`src/daa_regs_pkg.sv`:
```
// Constants and carriers for the line interface control and status registers
package daa_regs_pkg;

  // ----------------------------------------
  // Register offsets
  // ----------------------------------------
  localparam logic [7:0] powerdown_control_addr = 8'h06;
  localparam logic [7:0] sample_rate_control_addr = 8'h07;
  localparam logic [7:0] reserved_a_addr = 8'h08;
  localparam logic [7:0] reserved_b_addr = 8'h09;
  localparam logic [7:0] loopback_control_addr = 8'h0a;
  localparam logic [7:0] device_identification_addr = 8'h0b;
  localparam logic [7:0] line_side_status_addr = 8'h0c;
  localparam logic [7:0] line_side_revision_addr = 8'h0d;
  localparam logic [7:0] ring_output_polarity_addr = 8'h0e;
  localparam logic [7:0] slot_count = 8'h09;

  // ----------------------------------------
  // Field positions
  // ----------------------------------------
  localparam int line_side_powerdown_bit = 4;
  localparam int system_side_powerdown_bit = 3;
  localparam int high_speed_sampling_bit = 3;
  localparam int data_loopback_enable_bit = 0;
  localparam int ring_output_polarity_sel_bit = 1;
  localparam int frame_lock_status_bit = 6;
  localparam int loop_current_msb = 4;
  localparam int variant_lsb = 4;
  localparam int line_rev_lsb = 2;
  localparam int line_rev_one_bit = 6;

  // ----------------------------------------
  // Reset values and loop current codes
  // ----------------------------------------
  localparam logic [7:0] powerdown_control_reset = 8'h10;
  localparam logic [7:0] plain_reset = 8'h00;
  localparam logic [4:0] loop_current_none = 5'h00;
  localparam logic [4:0] loop_current_min_normal = 5'h04;
  localparam logic [4:0] loop_current_overload = 5'h1f;

  // ----------------------------------------
  // Timing: highway frame 8 kHz, sample 8 kHz or 16 kHz
  // ----------------------------------------
  localparam int clk_rate_khz = 125000;
  localparam int frame_rate_khz = 8;
  localparam int frame_cycles = clk_rate_khz / frame_rate_khz;
  localparam int half_frame_cycles = frame_cycles / 2;

  // ----------------------------------------
  // Carriers
  // ----------------------------------------
  typedef struct packed {
    logic wr;
    logic rd;
    logic [7:0] addr;
    logic [7:0] wdata;
  } reg_req_t;

  typedef struct packed {
    logic line_side_powerdown;
    logic system_side_powerdown;
    logic high_speed_sampling;
    logic data_loopback_enable;
    logic ring_output_polarity_sel;
  } ctrl_t;

endpackage : daa_regs_pkg

```
`src/daa_reg_store.sv`:
```
// Small register store for the writable control bytes
`timescale 1ns/1ps
`default_nettype none
module daa_reg_store #(
  parameter int depth = 9
) (
  // Clock and reset
  input wire logic clk,
  input wire logic rst,
  // Write port
  input wire logic wr_en,
  input wire logic [3:0] wr_idx,
  input wire logic [7:0] wr_data,
  input wire logic [7:0] wr_mask,
  // Read port
  input wire logic [3:0] rd_idx,
  output logic [7:0] rd_data
);

  initial
  begin
    if (depth < 1 || depth > 16)
    begin
      $error("depth out of range");
    end
  end

  logic [7:0] mem [depth];

  // ----------------------------------------
  // Storage with per-slot reset values
  // ----------------------------------------
  genvar g;
  generate
    for (g = 0; g < depth; g++)
    begin : g_slot
      always_ff @(posedge clk)
      begin
        if (rst)
        begin
          mem[g] <= (g == 0) ? daa_regs_pkg::powerdown_control_reset : daa_regs_pkg::plain_reset;
        end
        else if (wr_en && wr_idx == 4'(g))
        begin
          mem[g] <= wr_data & wr_mask;
        end
      end
    end
  endgenerate

  always_ff @(posedge clk)
  begin
    if (rst)
    begin
      rd_data <= 8'h00;
    end
    else if (int'(rd_idx) < depth)
    begin
      rd_data <= mem[rd_idx];
    end
    else
    begin
      rd_data <= 8'h00;
    end
  end

endmodule : daa_reg_store
`default_nettype wire

```
`src/daa_control_status_regs.sv`:
```
// Control and status register group of the system-side line interface device
// Functional notes
// RL1 - Line-side powerdown bit set holds line-side device in low power.
// RL2 - Host programs clock generator before clearing line-side powerdown.
// RL3 - System-side powerdown bit powers down until reset pin pulse.
// RL4 - High-speed sampling bit picks 8 kHz or 16 kHz sample rate.
// RL5 - At 16 kHz, frame stays 8 kHz, two samples in adjacent timeslots.
// RL6 - Loopback bit returns receive data unchanged on transmit data.
// RL7 - Revision bits 7:4 are fixed read-only line-side variant code.
// RL8 - Revision bits 3:0 are read-only system-side revision.
// RL9 - Status bit 6 reads isolation link frame lock.
// RL10 - Status bits 4:0 give loop current, all ones means overload.
// RL11 - Zero means too little current, 00100 marks the normal minimum.
// RL12 - Line-side revision: bits 5:2 revision, bit 6 one, rest zero.
// RL13 - Polarity bit makes ring detect output active low or high.
// RL14 - Host clears dropout interrupt flag after line-side power up.
// RL15 - Reserved bits and addresses read zero; writes ignored.
`timescale 1ns/1ps
`default_nettype none
module daa_control_status_regs #(
  parameter logic [3:0] line_side_variant_code = 4'ha, // Arbitrary value
  parameter logic [3:0] system_side_revision = 4'h5, // Arbitrary value
  parameter logic [3:0] line_side_revision_field = 4'h6, // Arbitrary value
  parameter int frame_cycles = daa_regs_pkg::frame_cycles
) (
  // Clock and reset
  input wire logic clk,
  input wire logic rst,
  // Control port
  input wire daa_regs_pkg::reg_req_t req,
  output logic [7:0] rdata,
  output logic rvalid,
  // Line-side status
  input wire logic frame_lock,
  input wire logic [4:0] loop_current_level,
  input wire logic ring_detected,
  // Serial data path
  input wire logic serial_receive_data,
  input wire logic filter_transmit_data,
  output logic serial_transmit_data,
  output logic filter_receive_data,
  // Converter timing, power, ring detect and loop current outputs
  output logic line_side_low_power,
  output logic system_side_powered_down,
  output logic sample_strobe,
  output logic second_slot,
  output logic frame_strobe,
  output logic ring_detect_output,
  output logic loop_current_overload,
  output logic loop_current_low
);

  initial
  begin
    if (frame_cycles < 4)
    begin
      $error("frame_cycles too small");
    end
  end

  typedef enum logic [1:0] {
    run_st = 2'b01,
    down_st = 2'b10
  } power_state_t;

  power_state_t power_state;
  daa_regs_pkg::ctrl_t ctrl;
  logic [7:0] store_rdata;
  logic [7:0] live_rdata;
  logic [7:0] rdata_hold;
  logic [7:0] wr_mask;
  logic wr_ok;
  logic rd_live;
  logic rd_pending;
  logic [31:0] frame_cnt;

  // ----------------------------------------
  // Address decode
  // ----------------------------------------
  function automatic logic [7:0] writable_mask(input logic [7:0] a);
    case (a)
      daa_regs_pkg::powerdown_control_addr: writable_mask = 8'h18;
      daa_regs_pkg::sample_rate_control_addr: writable_mask = 8'h08;
      daa_regs_pkg::loopback_control_addr: writable_mask = 8'h01;
      daa_regs_pkg::ring_output_polarity_addr: writable_mask = 8'h02;
      default: writable_mask = 8'h00;
    endcase
  endfunction : writable_mask

  function automatic logic [3:0] slot_of(input logic [7:0] a);
    slot_of = 4'(a - daa_regs_pkg::powerdown_control_addr);
  endfunction : slot_of

  assign wr_mask = writable_mask(req.addr);
  assign wr_ok = req.wr && (wr_mask != 8'h00) && (power_state == run_st); // RL15

  // ----------------------------------------
  // Writable bytes
  // ----------------------------------------
  daa_reg_store #(
    .depth(daa_regs_pkg::slot_count)
  ) u_store (
    .clk(clk),
    .rst(rst),
    .wr_en(wr_ok),
    .wr_idx(slot_of(req.addr)),
    .wr_data(req.wdata),
    .wr_mask(wr_mask),
    .rd_idx(slot_of(req.addr)),
    .rd_data(store_rdata)
  );

  // Shadow control bits
  always_ff @(posedge clk)
  begin
    if (rst)
    begin
      ctrl <= '0;
      ctrl.line_side_powerdown <= daa_regs_pkg::powerdown_control_reset[daa_regs_pkg::line_side_powerdown_bit];
    end
    else if (wr_ok)
    begin
      case (req.addr)
        daa_regs_pkg::powerdown_control_addr:
        begin
          ctrl.line_side_powerdown <= req.wdata[daa_regs_pkg::line_side_powerdown_bit]; // RL1
          ctrl.system_side_powerdown <= req.wdata[daa_regs_pkg::system_side_powerdown_bit]; // RL3
        end
        daa_regs_pkg::sample_rate_control_addr:
          ctrl.high_speed_sampling <= req.wdata[daa_regs_pkg::high_speed_sampling_bit]; // RL4
        daa_regs_pkg::loopback_control_addr:
          ctrl.data_loopback_enable <= req.wdata[daa_regs_pkg::data_loopback_enable_bit]; // RL6
        daa_regs_pkg::ring_output_polarity_addr:
          ctrl.ring_output_polarity_sel <= req.wdata[daa_regs_pkg::ring_output_polarity_sel_bit]; // RL13
        default:
          ctrl <= ctrl;
      endcase
    end
  end

  // ----------------------------------------
  // System-side power state
  // ----------------------------------------
  always_ff @(posedge clk)
  begin
    if (rst)
    begin
      power_state <= run_st;
    end
    else
    begin
      case (power_state)
        run_st:
          if (wr_ok && req.addr == daa_regs_pkg::powerdown_control_addr
              && req.wdata[daa_regs_pkg::system_side_powerdown_bit])
          begin
            power_state <= down_st; // RL3
          end
        down_st:
          power_state <= down_st; // RL3
        default:
          power_state <= run_st;
      endcase
    end
  end

  // ----------------------------------------
  // Read-only values
  // ----------------------------------------
  always_comb
  begin
    live_rdata = 8'h00; // RL15
    case (req.addr)
      daa_regs_pkg::device_identification_addr:
        live_rdata = {line_side_variant_code, system_side_revision}; // RL7 RL8
      daa_regs_pkg::line_side_status_addr:
      begin
        live_rdata[daa_regs_pkg::frame_lock_status_bit] = frame_lock; // RL9
        live_rdata[daa_regs_pkg::loop_current_msb:0] = loop_current_level; // RL10
      end
      daa_regs_pkg::line_side_revision_addr:
      begin
        live_rdata[daa_regs_pkg::line_rev_one_bit] = 1'b1; // RL12
        live_rdata[daa_regs_pkg::line_rev_lsb +: 4] = line_side_revision_field; // RL12
      end
      default:
        live_rdata = 8'h00;
    endcase
  end

  always_ff @(posedge clk)
  begin
    if (rst)
    begin
      rd_pending <= 1'b0;
      rd_live <= 1'b0;
      rvalid <= 1'b0;
      rdata <= 8'h00;
    end
    else
    begin
      rd_pending <= req.rd && power_state == run_st;
      rd_live <= (writable_mask(req.addr) == 8'h00);
      rvalid <= rd_pending;
      if (rd_pending)
      begin
        rdata <= rd_live ? rdata_hold : store_rdata; // RL15
      end
    end
  end

  always_ff @(posedge clk)
  begin
    if (rst)
    begin
      rdata_hold <= 8'h00;
    end
    else
    begin
      rdata_hold <= live_rdata;
    end
  end

  // ----------------------------------------
  // Loop current classification
  // ----------------------------------------
  always_ff @(posedge clk)
  begin
    if (rst)
    begin
      loop_current_overload <= 1'b0;
      loop_current_low <= 1'b1;
    end
    else
    begin
      loop_current_overload <= loop_current_level == daa_regs_pkg::loop_current_overload; // RL10
      loop_current_low <= loop_current_level < daa_regs_pkg::loop_current_min_normal; // RL11
    end
  end

  // ----------------------------------------
  // Frame and sample timing
  // ----------------------------------------
  always_ff @(posedge clk)
  begin
    if (rst || power_state != run_st)
    begin
      frame_cnt <= 32'h0;
      frame_strobe <= 1'b0;
      sample_strobe <= 1'b0;
      second_slot <= 1'b0;
    end
    else
    begin
      frame_cnt <= (frame_cnt == 32'(frame_cycles - 1)) ? 32'h0 : frame_cnt + 32'h1; // RL5
      frame_strobe <= frame_cnt == 32'h0; // RL5
      sample_strobe <= frame_cnt == 32'h0
        || (ctrl.high_speed_sampling && frame_cnt == 32'(frame_cycles / 2)); // RL4
      if (frame_cnt == 32'h0)
      begin
        second_slot <= 1'b0;
      end
      else if (ctrl.high_speed_sampling && frame_cnt == 32'(frame_cycles / 2))
      begin
        second_slot <= 1'b1; // RL5
      end
    end
  end

  // ----------------------------------------
  // Data path, power and ring outputs
  // ----------------------------------------
  always_ff @(posedge clk)
  begin
    if (rst)
    begin
      serial_transmit_data <= 1'b0;
      filter_receive_data <= 1'b0;
    end
    else
    begin
      serial_transmit_data <= ctrl.data_loopback_enable ? serial_receive_data : filter_transmit_data; // RL6
      filter_receive_data <= ctrl.data_loopback_enable ? 1'b0 : serial_receive_data; // RL6
    end
  end

  always_ff @(posedge clk)
  begin
    if (rst)
    begin
      line_side_low_power <= 1'b1;
      system_side_powered_down <= 1'b0;
      ring_detect_output <= 1'b1;
    end
    else
    begin
      line_side_low_power <= ctrl.line_side_powerdown; // RL1
      system_side_powered_down <= power_state == down_st; // RL3
      ring_detect_output <= ctrl.ring_output_polarity_sel ? ring_detected : ~ring_detected; // RL13
    end
  end

endmodule : daa_control_status_regs
`default_nettype wire

```
`config.mk`:
```
export PLATFORM = sky130hd
export DESIGN_NAME = daa_control_status_regs
export DESIGN_NICKNAME = d
export VERILOG_FILES = /design/src/daa_regs_pkg.sv /design/src/daa_reg_store.sv /design/src/daa_control_status_regs.sv
export SDC_FILE = /design/constraint.sdc
export NUM_CORES = 1
export LEC_CHECK = 0
export ABC_AREA = 1
export ABC_CLOCK_PERIOD_IN_PS = 5500
export BUFFER_PORTS_ARGS = -buffer_cell sky130_fd_sc_hd__clkbuf_2
export CAP_MARGIN = 20
export CORE_ASPECT_RATIO = 0.5
export CORE_MARGIN = 2
export CORE_UTILIZATION = 25
export DETAILED_ROUTE_END_ITERATION = 8
export PLACE_DENSITY = 0.43
export REMOVE_ABC_BUFFERS = 1
export SYNTH_ARGS = -nofsm -noshare
export SYNTH_HDL_FRONTEND = slang
export SYNTH_HIERARCHICAL = 1
export SYNTH_SLANG_ARGS = --single-unit
```
`constraint.sdc`:
```
create_clock -name clk -period 5.5 [get_ports clk]
set_input_delay 0.275 -clock clk [delete_from_list [all_inputs] [get_ports clk]]
set_output_delay 0.275 -clock clk [all_outputs]
set_load 0.005 [all_outputs]
```
==> impl_table.tex <==
\begin{tabular}{lr}
\hline
Metric & Value \\
\hline
\multicolumn{2}{l}{\textbf{Worst setup path}} \\
CP Data Required Time & 5580 ps \\
Worst setup EP type & flip-flop \\
Critical Path Slowest Stage Cell & sky130\_fd\_sc\_hd\_\_inv\_1 \\
Crit path max fanout & 19 \\
Worst Setup Start Kind & input pin \\
Delay of the slowest cell on the worst path & 330 ps \\
FF-to-FF path depth & 7 \\
Cell Chain, Critical Path & clkbuf\_2 -> inv\_1 -> nor2\_1 -> nand3\_1 -> nor2\_1 -> nor2\_1 -> a31oi\_1 -> inv\_1 -> nor3\_4 -> nand3\_1 -> nand2\_1 \\
Arrival time of data at the critical path endpoint & 2600 ps \\
CP dominant cell by count & sky130\_fd\_sc\_hd\_\_nor2\_1 \\
CP Class & input pin to flip-flop \\
\multicolumn{2}{l}{\textbf{Yosys}} \\
Post-Syn Area & 6940 sq um \\
Yosys cell types & 34 \\
Flops \& latches, synth & 146 \\
Count of mapped cells out of synthesis & 883 \\
Fraction of the yosys area taken by sequential cells & 52.5\% \\
Syn Area/Cell & 7.86 sq um \\
Yosys warns & 6 \\
\multicolumn{2}{l}{\textbf{Floorplan}} \\
Number of ports placed on the die boundary & 48 \\
Initial Utilization & 25.2\% \\
Die extent in x & 240 microns \\
Area of the die & 29200 sq um \\
Area inside the core boundary & 27500 sq um \\
Vertical die dimension & 122 microns \\
Num rows & 43 \\
\multicolumn{2}{l}{\textbf{Clock network}} \\
Clock sink total & 146 \\
Maximum level of the CTS H-tree & 4 \\
Setup bufs post-CTS & 0 \\
Deepest clock path buffer count & 2 \\
Number of CTS-inserted buffers & 17 \\
Number of hold buffers added after cts & 0 \\
CTS tree & built \\
Clock-pin slew on the worst setup and hold paths & 60 ps \\
Post-cts repair resize count & 0 \\
Clock insertion delay at the later pin of the skew report & 430 ps \\
Cell at the root of the clock tree & sky130\_fd\_sc\_hd\_\_clkbuf\_16 \\
\multicolumn{2}{l}{\textbf{Place}} \\
Count of input and output buffers & 47 \\
Worst slack at placement & 2280 ps \\
Half-perimeter wire length after detailed placement & 13.4 mm \\
Last weighted congestion value of the routability-driven placer & 0.829 \\
\multicolumn{2}{l}{\textbf{GRT}} \\
Maximum number of pins on one net before global-route repair & 41 \\
Total congestion overflow after global routing & 0 \\
Via count of the first global-routing pass & 5444 \\
Overall routing resource usage & 13.3\% \\
Global-route wire length before repair & 29.4 mm \\
Initial antenna violation count & 0 \\
\multicolumn{2}{l}{\textbf{Timing}} \\
Final Slew Violations & 0 \\
Clock skew after layout & 11.6 ps \\
Achievable clock frequency & 397 MHz \\
\# setup viols final & 0 \\
Sum of negative setup slack & 0 ps \\
Portion of the clock cycle consumed by the worst path in the final layout & 45.7\% \\
Worst rel slew slack & 45.9\% \\
Setup repair after global routing missed its margin & false \\
Worst Max-Slew Pin Slew & 806 ps \\
Count of endpoints failing hold in the final timing report & 0 \\
Least setup slack across all paths after layout & 2980 ps \\
Minimum clock period & 2520 ps \\
\multicolumn{2}{l}{\textbf{Routing}} \\
Count of TritonRoute iterations in the first routing pass & 5 \\
Routed wirelength normalized by instance count & 14.0 microns \\
Final ANT Viol Nets & 0 \\
Final WL & 18.7 mm \\
Initial detailed-routing violation count & 370 \\
Routed vias & 5801 \\
DRC errors left & 0 \\
Via density & 4.36 \\
\multicolumn{2}{l}{\textbf{Layout}} \\
Fill cell total of the finished layout & 2982 \\
Share of final-layout standard cells stronger than drive strength 1 & 13.9\% \\
Ant diodes & 0 \\
Area overhead of the layout relative to synthesis & 17.5\% \\
Post-layout net count & 970 \\
\multicolumn{2}{l}{\textbf{Pwr}} \\
Pwr/cell area & 325 nW/um\^{}2 \\
Largest vdd supply drop & 0.232 mV \\
Leakage power total & 3.19 nW \\
\multicolumn{2}{l}{\textbf{Worst hold path}} \\
Type of the tightest min-delay check & input pin to flip-flop \\
Min-Delay Path Depth & 2 \\
\multicolumn{2}{l}{\textbf{Outcome}} \\
Outcome & complete, no violations \\
\multicolumn{2}{l}{\textbf{Job}} \\
Max-capacitance violation count & 0 \\
\hline
\end{tabular}
## cell usage after synthesis
master                     count  area share [%]
sky130_fd_sc_hd__and3_2        1            0.11
sky130_fd_sc_hd__buf_2         9            0.65
sky130_fd_sc_hd__o21bai_1      1            0.11
sky130_fd_sc_hd__a31oi_1       1           0.090
sky130_fd_sc_hd__edfxtp_1     72              31
sky130_fd_sc_hd__nor3_4        2            0.47
sky130_fd_sc_hd__nor4_1        1           0.090
sky130_fd_sc_hd__conb_1        1           0.054
sky130_fd_sc_hd__a21oi_1      36             2.6
sky130_fd_sc_hd__buf_4         2            0.22
sky130_fd_sc_hd__clkbuf_1      5            0.27
sky130_fd_sc_hd__nand2_2       2            0.18
sky130_fd_sc_hd__dfxtp_1      74              21
sky130_fd_sc_hd__xor2_1        4            0.50
sky130_fd_sc_hd__inv_1        82             4.4
sky130_fd_sc_hd__nor3_1       18             1.3
sky130_fd_sc_hd__buf_6         2            0.32
sky130_fd_sc_hd__xnor2_1       1            0.13
sky130_fd_sc_hd__o21ai_4       1            0.23
sky130_fd_sc_hd__o31ai_1       1            0.11
sky130_fd_sc_hd__nand3_1      77             5.6
sky130_fd_sc_hd__ha_1          5            0.90
sky130_fd_sc_hd__or2_2         1           0.090
sky130_fd_sc_hd__inv_2        16            0.87
sky130_fd_sc_hd__nor2_2       14             1.3
sky130_fd_sc_hd__nand2_1     258              14
sky130_fd_sc_hd__o21ai_0      25             1.8
sky130_fd_sc_hd__nor2_1      138             7.5
sky130_fd_sc_hd__a21oi_2       5            0.63
sky130_fd_sc_hd__clkinv_1      2            0.11
sky130_fd_sc_hd__nor2_4        2            0.32
sky130_fd_sc_hd__nand4_1      14             1.3
sky130_fd_sc_hd__nor3_2        9             1.3
sky130_fd_sc_hd__and3_1        1           0.090
## logic make-up (layout without fill, tap and decap cells)
| group | count (synthesis) | after routing | synth area share, % |
|---|---|---|---|
| AO/OA/AOI/OAI | 70 | 70 | 5.57 |
| buffers and inverters | 118 | 181 | 6.87 |
| AND/OR/NAND/NOR | 538 | 538 | 33.5 |
| XOR/XNOR | 5 | 5 | 0.631 |
| other | 1 | 4 | 0.0541 |
| adder cells (fa/ha/maj) | 5 | 5 | 0.902 |
| flip-flops | 146 | 146 | 52.5 |
## per-stage QoR
step / utilization, % / instances / hold slack [ps] / total power, W / area [sq um]
2_1_floorplan: - / 868 / 344 / 0.00143 / 6850
3_3_place_gp: 27.5 / 1298 / 401 / 0.00153 / 7570
3_5_place_dp: 27.5 / 1298 / 401 / 0.00154 / 7570
4_1_cts: 29.6 / 1330 / 38.3 / 0.00268 / 8140
5_1_grt: 29.7 / 1331 / 61.7 / 0.00277 / 8150
6_report: 29.7 / 1331 / 46.8 / 0.00265 / 8150
## per-layer routing
layer  wire length [microns]  GRT usage (%)
met1                    9060           17.9
met2                    8780           21.8
met5                       0              0
met3                     651           2.86
met4                     159           2.93
## critical path, delay by kind of cell
family | cells | cell delay [ps]
AOI/OAI and AO/OA | 1 | 270
buffers and inverters | 3 | 640
and+or+nand+nor | 7 | 1400
## flip-flops by register name (all words and copies together) (netlist names), 2 cells and up
| register | count |
|---|---|
| ctrl | 4 |
| u_store/rd_data | 8 |
| u_store/mem | 72 |
| frame_cnt | 32 |
| rdata_hold | 7 |
| rdata | 8 |
| power_state | 2 |
## final cells by class
cell class,count,area [sq um],area share (%)
clock inverter,10,67.6,0.829
inverter,100,375,4.60
multi-input combinational,622,2830,34.7
tap,382,478,5.86
sequential,146,3640,44.7
timing repair buffer,49,250,3.07
clock buffer,22,508,6.23
## power breakdown
part	total [W]	internal [W]	switching [W]
logic	0.000290	0.0000899	0.000200
registers	0.00122	0.00119	0.0000289
clock network	0.00113	0.000661	0.000474
## path summary, 6_finish.rpt
check	start	to	slack, ps
setup / recovery	req[9]	u_store/mem[8][5]	2980
hold reg to reg	ctrl[4]	line_side_low_power	410
hold / removal	ring_detected	ring_detect_output	50
setup reg to reg	power_state[0]	u_store/mem[8][5]	3170
## placed cells by master (no fill, tap or decap), types with 16 or more instances in the layout
cell and count:
sky130_fd_sc_hd__a21oi_1 36, sky130_fd_sc_hd__clkbuf_16 20, sky130_fd_sc_hd__clkbuf_2 47, sky130_fd_sc_hd__dfxtp_1 74, sky130_fd_sc_hd__edfxtp_1 72, sky130_fd_sc_hd__inv_1 82, sky130_fd_sc_hd__inv_2 16, sky130_fd_sc_hd__nand2_1 258
sky130_fd_sc_hd__nand3_1 77, sky130_fd_sc_hd__nor2_1 138, sky130_fd_sc_hd__nor3_1 18, sky130_fd_sc_hd__o21ai_0 25
No activity file was read; power rests on OpenSTA's default activity.
